<file path="src/dio_pkg.sv">
// Constants shared by the isolated digital I/O controller.
// Assumes a single core clock domain and an AXI4-Lite register bus.
package dio_pkg;
    localparam int          CMD_W           = 16;
    localparam int          DATA_W          = 16;
    localparam int          IRQ_W           = 3;

    // Register byte offsets
    localparam logic [7:0]  OFS_STATUS_CMD  = 8'h00;
    localparam logic [7:0]  OFS_DATA_CLEAR  = 8'h04;
    localparam logic [7:0]  OFS_IRQ_STATUS  = 8'h08;
    localparam logic [7:0]  OFS_IRQ_MASK    = 8'h0C;

    // Status byte bit positions
    localparam int          ST_CMD_READY    = 0;
    localparam int          ST_DATA_AVAIL   = 1;
    localparam int          ST_DATA_EMPTY   = 2;
    localparam int          ST_CONV_BUSY    = 3;
    localparam int          ST_DATA_HALF    = 4;
    localparam int          ST_DATA_FULL    = 5;

    // Interrupt status bit positions
    localparam int          IRQ_LATCH       = 0;
    localparam int          IRQ_DATA        = 1;
    localparam int          IRQ_CMD_OVF     = 2;

    // Reset values
    localparam logic [7:0]  POLARITY_RST    = 8'h00;
    localparam logic [6:0]  OUTPUT_RST      = 7'h00;
    localparam logic [7:0]  LATCH_RST       = 8'h00;
    localparam logic [2:0]  IRQ_RST         = 3'h0;

    localparam logic [1:0]  RESP_OKAY       = 2'h0;
    localparam logic [1:0]  RESP_SLVERR     = 2'h2;

    // Command opcodes, carried in bits 15:8 of a command word
    typedef enum logic [7:0] {
        OP_SET_POLARITY = 8'h01,
        OP_GET_POLARITY = 8'h02,
        OP_SET_OUTPUT   = 8'h03,
        OP_GET_OUTPUT   = 8'h04,
        OP_GET_RAW      = 8'h05,
        OP_GET_LATCH    = 8'h06,
        OP_CLR_LATCH    = 8'h07
    } cmd_op_e;
endpackage

</file>
<file path="src/dio_ctrl.sv">
// Isolated digital I/O controller: command and data queues, input latches,
// open-collector outputs, status byte and interrupt, behind AXI4-Lite.
// Assumes isolated inputs and converter busy arrive asynchronously.
//
// Summary of operation
// [RQ1] Eight-bit polarity; one means active low
// [RQ2] Polarity read returns stored setting unchanged
// [RQ3] Bits 0-6 drive seven open-collector outputs
// [RQ4] Output read returns last stored output value
// [RQ5] Raw read returns inputs without polarity
// [RQ6] Latched read returns polarity-applied latch bits
// [RQ7] Clear mask: zero clears, one keeps
// [RQ8] Status: cmd ready, data, empty, busy
// [RQ9] Base: read status, write queues command
// [RQ10] Base+4: read pops data, write flushes both
// [RQ11] Latch sets on active level, holds until cleared
//
// Register access over AXI4-Lite and the address map are this design's own decisions.
`timescale 1ns/1ps
`default_nettype none

////////////////////////////////////////////////////////////////////////////////
module sync_word_fifo #(
    parameter int W  = 16,
    parameter int AW = 4
) (
    input  wire logic          core_clk,
    input  wire logic          rstn,
    input  wire logic          flush,
    input  wire logic          push,
    input  wire logic [W-1:0]  push_data,
    input  wire logic          pop,
    output logic      [W-1:0]  head,
    output logic               full,
    output logic               empty,
    output logic               half
);
    logic [W-1:0]  mem [2**AW];
    logic [AW-1:0] wp_ff, rp_ff, nxt_wp, nxt_rp;
    logic [AW:0]   cnt_ff, nxt_cnt;
    logic          do_push, do_pop;

    always_comb begin
        do_push = push && !full && !flush;
        do_pop  = pop && !empty && !flush;
        nxt_wp  = flush ? '0 : wp_ff + AW'(do_push);
        nxt_rp  = flush ? '0 : rp_ff + AW'(do_pop);
        nxt_cnt = flush ? '0 : cnt_ff + (AW+1)'(do_push) - (AW+1)'(do_pop);
    end

    always_ff @(posedge core_clk) begin
        if (!rstn) begin
            wp_ff  <= '0;
            rp_ff  <= '0;
            cnt_ff <= '0;
        end else begin
            wp_ff  <= nxt_wp;
            rp_ff  <= nxt_rp;
            cnt_ff <= nxt_cnt;
        end
    end

    // Storage carries no reset; only pointers define contents
    always_ff @(posedge core_clk) begin
        if (do_push) begin
            mem[wp_ff] <= push_data;
        end
    end

    assign head  = mem[rp_ff];
    assign full  = cnt_ff[AW];
    assign empty = (cnt_ff == '0);
    assign half  = (cnt_ff >= (AW+1)'(2**(AW-1)));
endmodule

////////////////////////////////////////////////////////////////////////////////
module dio_ctrl #(
    parameter int CMD_AW  = 4,
    parameter int DATA_AW = 4
) (
    input  wire logic        core_clk,
    input  wire logic        rstn,
    input  wire logic [7:0]  s_axi_awaddr,
    input  wire logic        s_axi_awvalid,
    output logic             s_axi_awready,
    input  wire logic [31:0] s_axi_wdata,
    input  wire logic [3:0]  s_axi_wstrb,
    input  wire logic        s_axi_wvalid,
    output logic             s_axi_wready,
    output logic      [1:0]  s_axi_bresp,
    output logic             s_axi_bvalid,
    input  wire logic        s_axi_bready,
    input  wire logic [7:0]  s_axi_araddr,
    input  wire logic        s_axi_arvalid,
    output logic             s_axi_arready,
    output logic      [31:0] s_axi_rdata,
    output logic      [1:0]  s_axi_rresp,
    output logic             s_axi_rvalid,
    input  wire logic        s_axi_rready,
    input  wire logic [7:0]  isolated_input,
    input  wire logic        conv_busy,
    output logic      [6:0]  oc_on,
    output logic             irq
);
    function automatic logic hits(input logic [7:0] a, input logic [7:0] ofs);
        return a[7:2] == ofs[7:2];
    endfunction

    ////////////////////////////////////////////////////////////////////////////
    // Input synchronisers
    logic [7:0] in_meta_ff, in_sync_ff;
    logic       busy_meta_ff, busy_sync_ff;

    always_ff @(posedge core_clk) begin
        if (!rstn) begin
            in_meta_ff   <= 8'h00;
            in_sync_ff   <= 8'h00;
            busy_meta_ff <= 1'b0;
            busy_sync_ff <= 1'b0;
        end else begin
            in_meta_ff   <= isolated_input;
            in_sync_ff   <= in_meta_ff;
            busy_meta_ff <= conv_busy;
            busy_sync_ff <= busy_meta_ff;
        end
    end

    ////////////////////////////////////////////////////////////////////////////
    // Queues
    logic [15:0] cmd_head, data_head, push_word, s_wdata_lo;
    logic        cmd_full, cmd_empty, data_full, data_empty, data_half;
    logic        cmd_push, cmd_pop, data_push, data_pop, flush;

    sync_word_fifo #(.W(dio_pkg::CMD_W), .AW(CMD_AW)) u_cmd_fifo (
        .core_clk  (core_clk),
        .rstn      (rstn),
        .flush     (flush),
        .push      (cmd_push),
        .push_data (s_wdata_lo),
        .pop       (cmd_pop),
        .head      (cmd_head),
        .full      (cmd_full),
        .empty     (cmd_empty),
        .half      ()
    );

    sync_word_fifo #(.W(dio_pkg::DATA_W), .AW(DATA_AW)) u_data_fifo (
        .core_clk  (core_clk),
        .rstn      (rstn),
        .flush     (flush),
        .push      (data_push),
        .push_data (push_word),
        .pop       (data_pop),
        .head      (data_head),
        .full      (data_full),
        .empty     (data_empty),
        .half      (data_half)
    );

    ////////////////////////////////////////////////////////////////////////////
    // Command executer: one command per cycle, stalls while the data queue is full
    logic [7:0] polarity_ff, nxt_polarity, latch_ff, nxt_latch, active, keep;
    logic [6:0] oc_on_ff, nxt_oc_on;
    logic       exec;
    logic [7:0] arg;

    always_comb begin
        exec         = !cmd_empty && !data_full;
        cmd_pop      = exec;
        arg          = cmd_head[7:0];
        nxt_polarity = polarity_ff;
        nxt_oc_on    = oc_on_ff;
        keep         = 8'hFF;
        data_push    = 1'b0;
        push_word    = 16'h0000;
        active       = in_sync_ff ^ polarity_ff;                         // [RQ1]
        if (exec) begin
            case (cmd_head[15:8])
                dio_pkg::OP_SET_POLARITY: nxt_polarity = arg;            // [RQ1]
                dio_pkg::OP_GET_POLARITY: begin
                    data_push = 1'b1;
                    push_word = {8'h00, polarity_ff};                    // [RQ2]
                end
                dio_pkg::OP_SET_OUTPUT:   nxt_oc_on = arg[6:0];          // [RQ3]
                dio_pkg::OP_GET_OUTPUT: begin
                    data_push = 1'b1;
                    push_word = {9'h000, oc_on_ff};                      // [RQ4]
                end
                dio_pkg::OP_GET_RAW: begin
                    data_push = 1'b1;
                    push_word = {8'h00, in_sync_ff};                     // [RQ5]
                end
                dio_pkg::OP_GET_LATCH: begin
                    data_push = 1'b1;
                    push_word = {8'h00, latch_ff};                       // [RQ6]
                end
                dio_pkg::OP_CLR_LATCH:    keep = arg;                    // [RQ7]
                default:                  keep = 8'hFF;
            endcase
        end
        // A channel that is active in the clearing cycle stays latched
        nxt_latch = (latch_ff & keep) | active;                          // [RQ11]
    end

    always_ff @(posedge core_clk) begin
        if (!rstn) begin
            polarity_ff <= dio_pkg::POLARITY_RST;
            oc_on_ff    <= dio_pkg::OUTPUT_RST;
            latch_ff    <= dio_pkg::LATCH_RST;
        end else begin
            polarity_ff <= nxt_polarity;
            oc_on_ff    <= nxt_oc_on;
            latch_ff    <= nxt_latch;
        end
    end

    assign oc_on = oc_on_ff;                                             // [RQ3]

    ////////////////////////////////////////////////////////////////////////////
    // AXI4-Lite slave, one write and one read in flight
    logic        aw_held_ff, w_held_ff, bvalid_ff, awready_ff, wready_ff;
    logic        nxt_aw_held, nxt_w_held, nxt_bvalid, do_write;
    logic [7:0]  awaddr_ff, nxt_awaddr;
    logic [31:0] wdata_ff, nxt_wdata, rdata_ff, nxt_rdata;
    logic [3:0]  wstrb_ff, nxt_wstrb;
    logic [1:0]  bresp_ff, nxt_bresp, rresp_ff, nxt_rresp;
    logic        rvalid_ff, nxt_rvalid, arready_ff, do_read;
    logic [7:0]  status_byte;
    logic [2:0]  irq_stat_ff, nxt_irq_stat, irq_mask_ff, nxt_irq_mask, events;
    logic        irq_ff, nxt_irq, irq_rd;

    assign s_wdata_lo = wdata_ff[15:0];

    always_comb begin
        status_byte = 8'h00;
        status_byte[dio_pkg::ST_CMD_READY]  = !cmd_full;                 // [RQ8]
        status_byte[dio_pkg::ST_DATA_AVAIL] = !data_empty;               // [RQ8]
        status_byte[dio_pkg::ST_DATA_EMPTY] = data_empty;                // [RQ8]
        status_byte[dio_pkg::ST_CONV_BUSY]  = busy_sync_ff;              // [RQ8]
        status_byte[dio_pkg::ST_DATA_HALF]  = data_half;
        status_byte[dio_pkg::ST_DATA_FULL]  = data_full;
    end

    always_comb begin
        nxt_aw_held  = aw_held_ff || (s_axi_awvalid && awready_ff);
        nxt_w_held   = w_held_ff || (s_axi_wvalid && wready_ff);
        nxt_awaddr   = (s_axi_awvalid && awready_ff) ? s_axi_awaddr : awaddr_ff;
        nxt_wdata    = (s_axi_wvalid && wready_ff) ? s_axi_wdata : wdata_ff;
        nxt_wstrb    = (s_axi_wvalid && wready_ff) ? s_axi_wstrb : wstrb_ff;
        do_write     = aw_held_ff && w_held_ff && !bvalid_ff;
        nxt_bvalid   = bvalid_ff && !s_axi_bready;
        nxt_bresp    = bresp_ff;
        nxt_irq_mask = irq_mask_ff;
        cmd_push     = 1'b0;
        flush        = 1'b0;
        events       = 3'h0;
        if (do_write) begin
            nxt_aw_held = 1'b0;
            nxt_w_held  = 1'b0;
            nxt_bvalid  = 1'b1;
            nxt_bresp   = dio_pkg::RESP_OKAY;
            if (hits(awaddr_ff, dio_pkg::OFS_STATUS_CMD)) begin
                // A command that finds the queue full is dropped and flagged
                cmd_push = |wstrb_ff[1:0] && !cmd_full;                  // [RQ9]
                events[dio_pkg::IRQ_CMD_OVF] = |wstrb_ff[1:0] && cmd_full;
            end else if (hits(awaddr_ff, dio_pkg::OFS_DATA_CLEAR)) begin
                flush = 1'b1;                                            // [RQ10]
            end else if (hits(awaddr_ff, dio_pkg::OFS_IRQ_MASK)) begin
                if (wstrb_ff[0]) nxt_irq_mask = wdata_ff[2:0];
            end else if (!hits(awaddr_ff, dio_pkg::OFS_IRQ_STATUS)) begin
                nxt_bresp = dio_pkg::RESP_SLVERR;
            end
        end
        events[dio_pkg::IRQ_LATCH] = |(active & ~latch_ff);
        events[dio_pkg::IRQ_DATA]  = data_push && !flush;
    end

    always_comb begin
        do_read    = s_axi_arvalid && arready_ff;
        nxt_rvalid = (rvalid_ff && !s_axi_rready) || do_read;
        nxt_rdata  = rdata_ff;
        nxt_rresp  = rresp_ff;
        data_pop   = 1'b0;
        irq_rd     = 1'b0;
        if (do_read) begin
            nxt_rresp = dio_pkg::RESP_OKAY;
            nxt_rdata = 32'h0000_0000;
            if (hits(s_axi_araddr, dio_pkg::OFS_STATUS_CMD)) begin
                nxt_rdata = {24'h00_0000, status_byte};                  // [RQ9]
            end else if (hits(s_axi_araddr, dio_pkg::OFS_DATA_CLEAR)) begin
                // An empty queue reads as zero and is not disturbed
                nxt_rdata = {16'h0000, data_empty ? 16'h0000 : data_head};
                data_pop  = 1'b1;                                        // [RQ10]
            end else if (hits(s_axi_araddr, dio_pkg::OFS_IRQ_STATUS)) begin
                nxt_rdata = {29'h0000_0000, irq_stat_ff};
                irq_rd    = 1'b1;
            end else if (hits(s_axi_araddr, dio_pkg::OFS_IRQ_MASK)) begin
                nxt_rdata = {29'h0000_0000, irq_mask_ff};
            end else begin
                nxt_rresp = dio_pkg::RESP_SLVERR;
            end
        end
        // New events win over the read that clears
        nxt_irq_stat = (irq_rd ? 3'h0 : irq_stat_ff) | events;
        nxt_irq      = |(nxt_irq_stat & nxt_irq_mask);
    end

    always_ff @(posedge core_clk) begin
        if (!rstn) begin
            aw_held_ff  <= 1'b0;
            w_held_ff   <= 1'b0;
            awready_ff  <= 1'b0;
            wready_ff   <= 1'b0;
            awaddr_ff   <= 8'h00;
            wdata_ff    <= 32'h0000_0000;
            wstrb_ff    <= 4'h0;
            bvalid_ff   <= 1'b0;
            bresp_ff    <= dio_pkg::RESP_OKAY;
            arready_ff  <= 1'b0;
            rvalid_ff   <= 1'b0;
            rdata_ff    <= 32'h0000_0000;
            rresp_ff    <= dio_pkg::RESP_OKAY;
            irq_stat_ff <= dio_pkg::IRQ_RST;
            irq_mask_ff <= dio_pkg::IRQ_RST;
            irq_ff      <= 1'b0;
        end else begin
            aw_held_ff  <= nxt_aw_held;
            w_held_ff   <= nxt_w_held;
            awready_ff  <= !nxt_aw_held;
            wready_ff   <= !nxt_w_held;
            awaddr_ff   <= nxt_awaddr;
            wdata_ff    <= nxt_wdata;
            wstrb_ff    <= nxt_wstrb;
            bvalid_ff   <= nxt_bvalid;
            bresp_ff    <= nxt_bresp;
            arready_ff  <= !nxt_rvalid;
            rvalid_ff   <= nxt_rvalid;
            rdata_ff    <= nxt_rdata;
            rresp_ff    <= nxt_rresp;
            irq_stat_ff <= nxt_irq_stat;
            irq_mask_ff <= nxt_irq_mask;
            irq_ff      <= nxt_irq;
        end
    end

    assign s_axi_awready = awready_ff;
    assign s_axi_wready  = wready_ff;
    assign s_axi_bvalid  = bvalid_ff;
    assign s_axi_bresp   = bresp_ff;
    assign s_axi_arready = arready_ff;
    assign s_axi_rvalid  = rvalid_ff;
    assign s_axi_rdata   = rdata_ff;
    assign s_axi_rresp   = rresp_ff;
    assign irq           = irq_ff;
endmodule

`default_nettype wire

</file>
<file path="config.mk">
export PLATFORM = sky130hd
export DESIGN_NAME = dio_ctrl
export DESIGN_NICKNAME = d
export VERILOG_FILES = /design/src/dio_pkg.sv /design/src/dio_ctrl.sv
export SDC_FILE = /design/constraint.sdc
export NUM_CORES = 1
export LEC_CHECK = 0
export ABC_AREA = 1
export BUFFER_PORTS_ARGS = -buffer_cell sky130_fd_sc_hd__buf_4
export CELL_PAD_IN_SITES_DETAIL_PLACEMENT = 1
export CELL_PAD_IN_SITES_GLOBAL_PLACEMENT = 1
export CORE_ASPECT_RATIO = 1.2
export CORE_MARGIN = 10
export CORE_UTILIZATION = 25
export CTS_CLUSTER_DIAMETER = 40
export DETAILED_ROUTE_END_ITERATION = 12
export MAX_ROUTING_LAYER = met4
export PLACE_DENSITY = 0.45
export SLEW_MARGIN = 5
export SYNTH_ARGS = -nofsm -noshare
export SYNTH_HDL_FRONTEND = slang
export SYNTH_SLANG_ARGS = --single-unit
</file>
<file path="constraint.sdc">
create_clock -name core_clk -period 6.7 [get_ports core_clk]
set_input_delay 1.34 -clock core_clk [delete_from_list [all_inputs] [get_ports core_clk]]
set_output_delay 1.34 -clock core_clk [all_outputs]
set_load 0.02 [all_outputs]
</file>
==> results_dict.tcl <==
set metrics [dict create \
    status "complete, no violations" \
    worstHoldPathType "flip-flop to flip-flop" \
    rsz0062_at_grt "no" \
    htree_levels 3 \
    drive_above_1_share_pct 16.38 \
    criticalPathCategory "flip-flop to flip-flop" \
    worst_slew_pin_slew_ps 1286 \
    vias 13680 \
    ios 117 \
    cp.arrival_ps 4600 \
    irDropWorstVdd_mv 0.2618 \
    min_period_ps 4397 \
    ys_types 42 \
    yosysTopAreaCell "edfxtp_1" \
    reg2reg_depth 14 \
    cts_resized 0 \
    end_kind "flip-flop" \
    ant_nets 0 \
    routed_wl_mm 62.02 \
    post_cts_buffers 0 \
    finalPower_mw 9.741 \
    worstPathMaxFanout 59 \
    cp.required_ps 6900 \
    worstPathCellList "inv_4 > buf_4 > nand2_1 > nand2_1 > nand2_1 > nand3_1 > nand3_1 > nand2_2 > inv_2 > nor2_2 > nand3_1 > o21ai_1 > nor2_1 > nor2_1" \
    netlist.area_leader.share_pct 56.92 \
    fillers 8873 \
    ctsRootBufferMaster "clkbuf_16" \
    yosys_register_bits 499 \
    syn_inst 1811 \
    syn_avg_cell_area_sq_um 11.19 \
    netlist_area_sq_um 20260 \
    ff_latch_area_sq_um 13840 \
    setup_viol 0 \
    std_cell_rows 114 \
    seq_area_frac_synth_pct 68.28 \
    fin_setup_tns_ps 0 \
    hold_viol_final 0 \
    cts_sinks 499 \
    cap_violations 0 \
    netlist_top_cells_area "edfxtp_1 (57%), dfxtp_1 (11%), nor2_1 (5.8%), o21ai_0 (4.4%), nand2_1 (3.7%)" \
    die_area_sq_um 92870 \
    r2r-end "u_data_fifo.mem[14][0]$_DFFE_PP_" \
    insertion_delay_ps 650 \
    crit_family "simple AND/OR/NAND/NOR gates" \
    fin_nets 2014 \
    r2r-start "u_cmd_fifo.rp_ff[0]$_SDFF_PP0_" \
    die_x_microns 279.9 \
    clockBufferDepth 3 \
    place_hpwl_mm 37.61 \
    fin_crit_sh_pct 65.63 \
    worst-path-buf-inv 3 \
    fmax_ghz 0.2274 \
    maxSlewViolCount 0 \
    cp.depth 14 \
    multi_input_area_sq_um 5405 \
    wl_per_cell_microns 20.35 \
    drcViolationCount 0 \
    grt_pass1_vias 14760 \
    cellPowerDensity_nw_per_um2 387.9 \
    tritoncts "built" \
    max_slew_margin_pct 13.96 \
    port-buffer-count 68 \
    start_util_pct 25.18 \
    grt_pass1_wl_mm 94.10 \
    crit_path_end "u_data_fifo.mem[14][0]$_DFFE_PP_" \
    cts_buffers 96 \
    postCtsHoldBufs 0 \
    syn_to_final_growth_pct 23.94 \
    avgViaCountPerCell 4.488 \
    cts.clk_slew.worst_paths_ps 50 \
    antenna_found_initial 0 \
    gp_congestion 0.7432 \
    startpoint "u_cmd_fifo.rp_ff[0]$_SDFF_PP0_" \
    grt_max_degree 67 \
    crit_slowest_cell "nor2_1" \
    dieHeight_microns 331.8 \
    core_region_area_sq_um 80450 \
    ys_warn_count 0 \
    drt_iter0_markers 622 \
    p_leak_nw 8.994 \
    grt_usage_pct 13.73 \
    gr-total-overflow 0 \
    crit_path_start_kind "flip-flop" \
    r2r_slack_ps 2300 \
    finalClockSkew_ps 65.81 \
    cp_slowest_stage_delay_ps 960 \
    drtPass1Iterations 5 \
]
[cells by family after synthesis]
family	Yosys count	synth area share [%]
other	1	0.01851
xor gates and xnor gates	19	0.8214
adders and majority gates	24	1.556
DFF	499	68.28
and+or+nand+nor	675	14.08
buffers and inverters	258	5.812
AOI/OAI and AO/OA	333	9.332
muxes	2	0.09882
[cell usage in the layout, fill, tap and decap left out, drive strengths merged, types with 48 or more instances in the layout]
| cell | count |
|---|---|
| edfxtp | 384 |
| nor2 | 321 |
| nand2 | 210 |
| o21ai | 196 |
| inv | 167 |
| dfxtp | 115 |
| nand3 | 115 |
| clkbuf | 101 |
| buf | 98 |
| a21oi | 48 |
[cell type report]
| type | count | share of cell area, % |
|---|---|---|
| sequential | 499 | 55.12 |
| multi-input combinational | 1079 | 21.53 |
| clock buffer | 101 | 9.807 |
| tap | 1044 | 5.202 |
| clock inverter | 78 | 3.184 |
| timing repair buffer | 98 | 2.930 |
| inverter | 148 | 2.222 |
| antenna | 1 | 0.009966 |
[metrics by stage]
stage          utilization, %  setup slack, ps  area [sq um]  hold WS, ps  instances
2_1_floorplan               -             3070         20350        390.5       1836
3_3_place_gp            27.15             2281         21840        401.0       2868
5_1_grt                 31.21             1852         25110        426.4       3047
4_1_cts                 31.21             2195         25110        408.5       3047
3_5_place_dp            27.15             2281         21840        403.4       2868
6_report                31.21             2303         25110        404.3       3048
[layer usage]
metal | global-route usage (%) | routed length (microns)
met5 | - | 0
met4 | 3.845 | 1353
met3 | 2.606 | 2340
met2 | 23.13 | 30900
met1 | 16.52 | 27430
[worst reg2reg max path: cells and delay by family (launching register included)]
kind                   cells  cell delay (ps)
AND/OR/NAND/NOR           10             2140
buffers and inverters      3             1190
flip-flops                 1              350
AO/OA/AOI/OAI              1              250
[registers in the layout, indices dropped and copies added, names as in the netlist, 2 cells and up]
| name | flops |
|---|---|
| u_data_fifo.rp_ff | 4 |
| polarity_ff | 8 |
| u_data_fifo.wp_ff | 4 |
| latch_ff | 8 |
| s_axi_rdata | 8 |
| irq_stat_ff | 3 |
| in_sync_ff | 8 |
| u_cmd_fifo.wp_ff | 4 |
| u_data_fifo.cnt_ff | 5 |
| wdata_ff | 16 |
| in_meta_ff | 8 |
| oc_on | 7 |
| awaddr_ff | 6 |
| u_data_fifo.mem | 128 |
| wstrb_ff | 2 |
| irq_mask_ff | 3 |
| u_cmd_fifo.rp_ff | 4 |
| u_cmd_fifo.cnt_ff | 5 |
| u_cmd_fifo.mem | 256 |
[cells in the mapped netlist, drive strengths merged]
cell type  instances
nand3            115
o211ai            13
o22ai             36
inv              146
nand4              6
a22oi              2
and3               1
o21ai            196
fa                 2
mux2i              2
clkbuf            54
o21bai             2
xor2               6
a21oi             48
nor2             321
o221ai            31
or2                2
ha                22
o2111ai            2
a31oi              2
conb               1
nand3b            12
nand2            210
nor3               8
clkinv             2
dfxtp            115
buf               56
edfxtp           384
xnor2             13
a211oi             1
[power by group]
group	total, mW	switching [mW]	internal [mW]
logic	1.49	1.08	0.407
clock network	4.75	1.79	2.97
registers	3.50	0.0870	3.41
[how the worst min path moves through the flow]
| stage | depth (start not counted) | from | to |
|---|---|---|---|
| floorplan | 2 | busy_meta_ff$_SDFF_PN0_ | busy_sync_ff$_SDFF_PN0_ |
| global route | 2 | in_meta_ff[5]$_SDFF_PN0_ | in_sync_ff[5]$_SDFF_PN0_ |
| CTS | 2 | in_meta_ff[5]$_SDFF_PN0_ | in_sync_ff[5]$_SDFF_PN0_ |
| detailed placement | 2 | in_meta_ff[5]$_SDFF_PN0_ | in_sync_ff[5]$_SDFF_PN0_ |
| finish | 2 | in_meta_ff[5]$_SDFF_PN0_ | in_sync_ff[5]$_SDFF_PN0_ |
| global placement | 2 | busy_meta_ff$_SDFF_PN0_ | busy_sync_ff$_SDFF_PN0_ |
No activity file was read; power rests on OpenSTA's default activity.
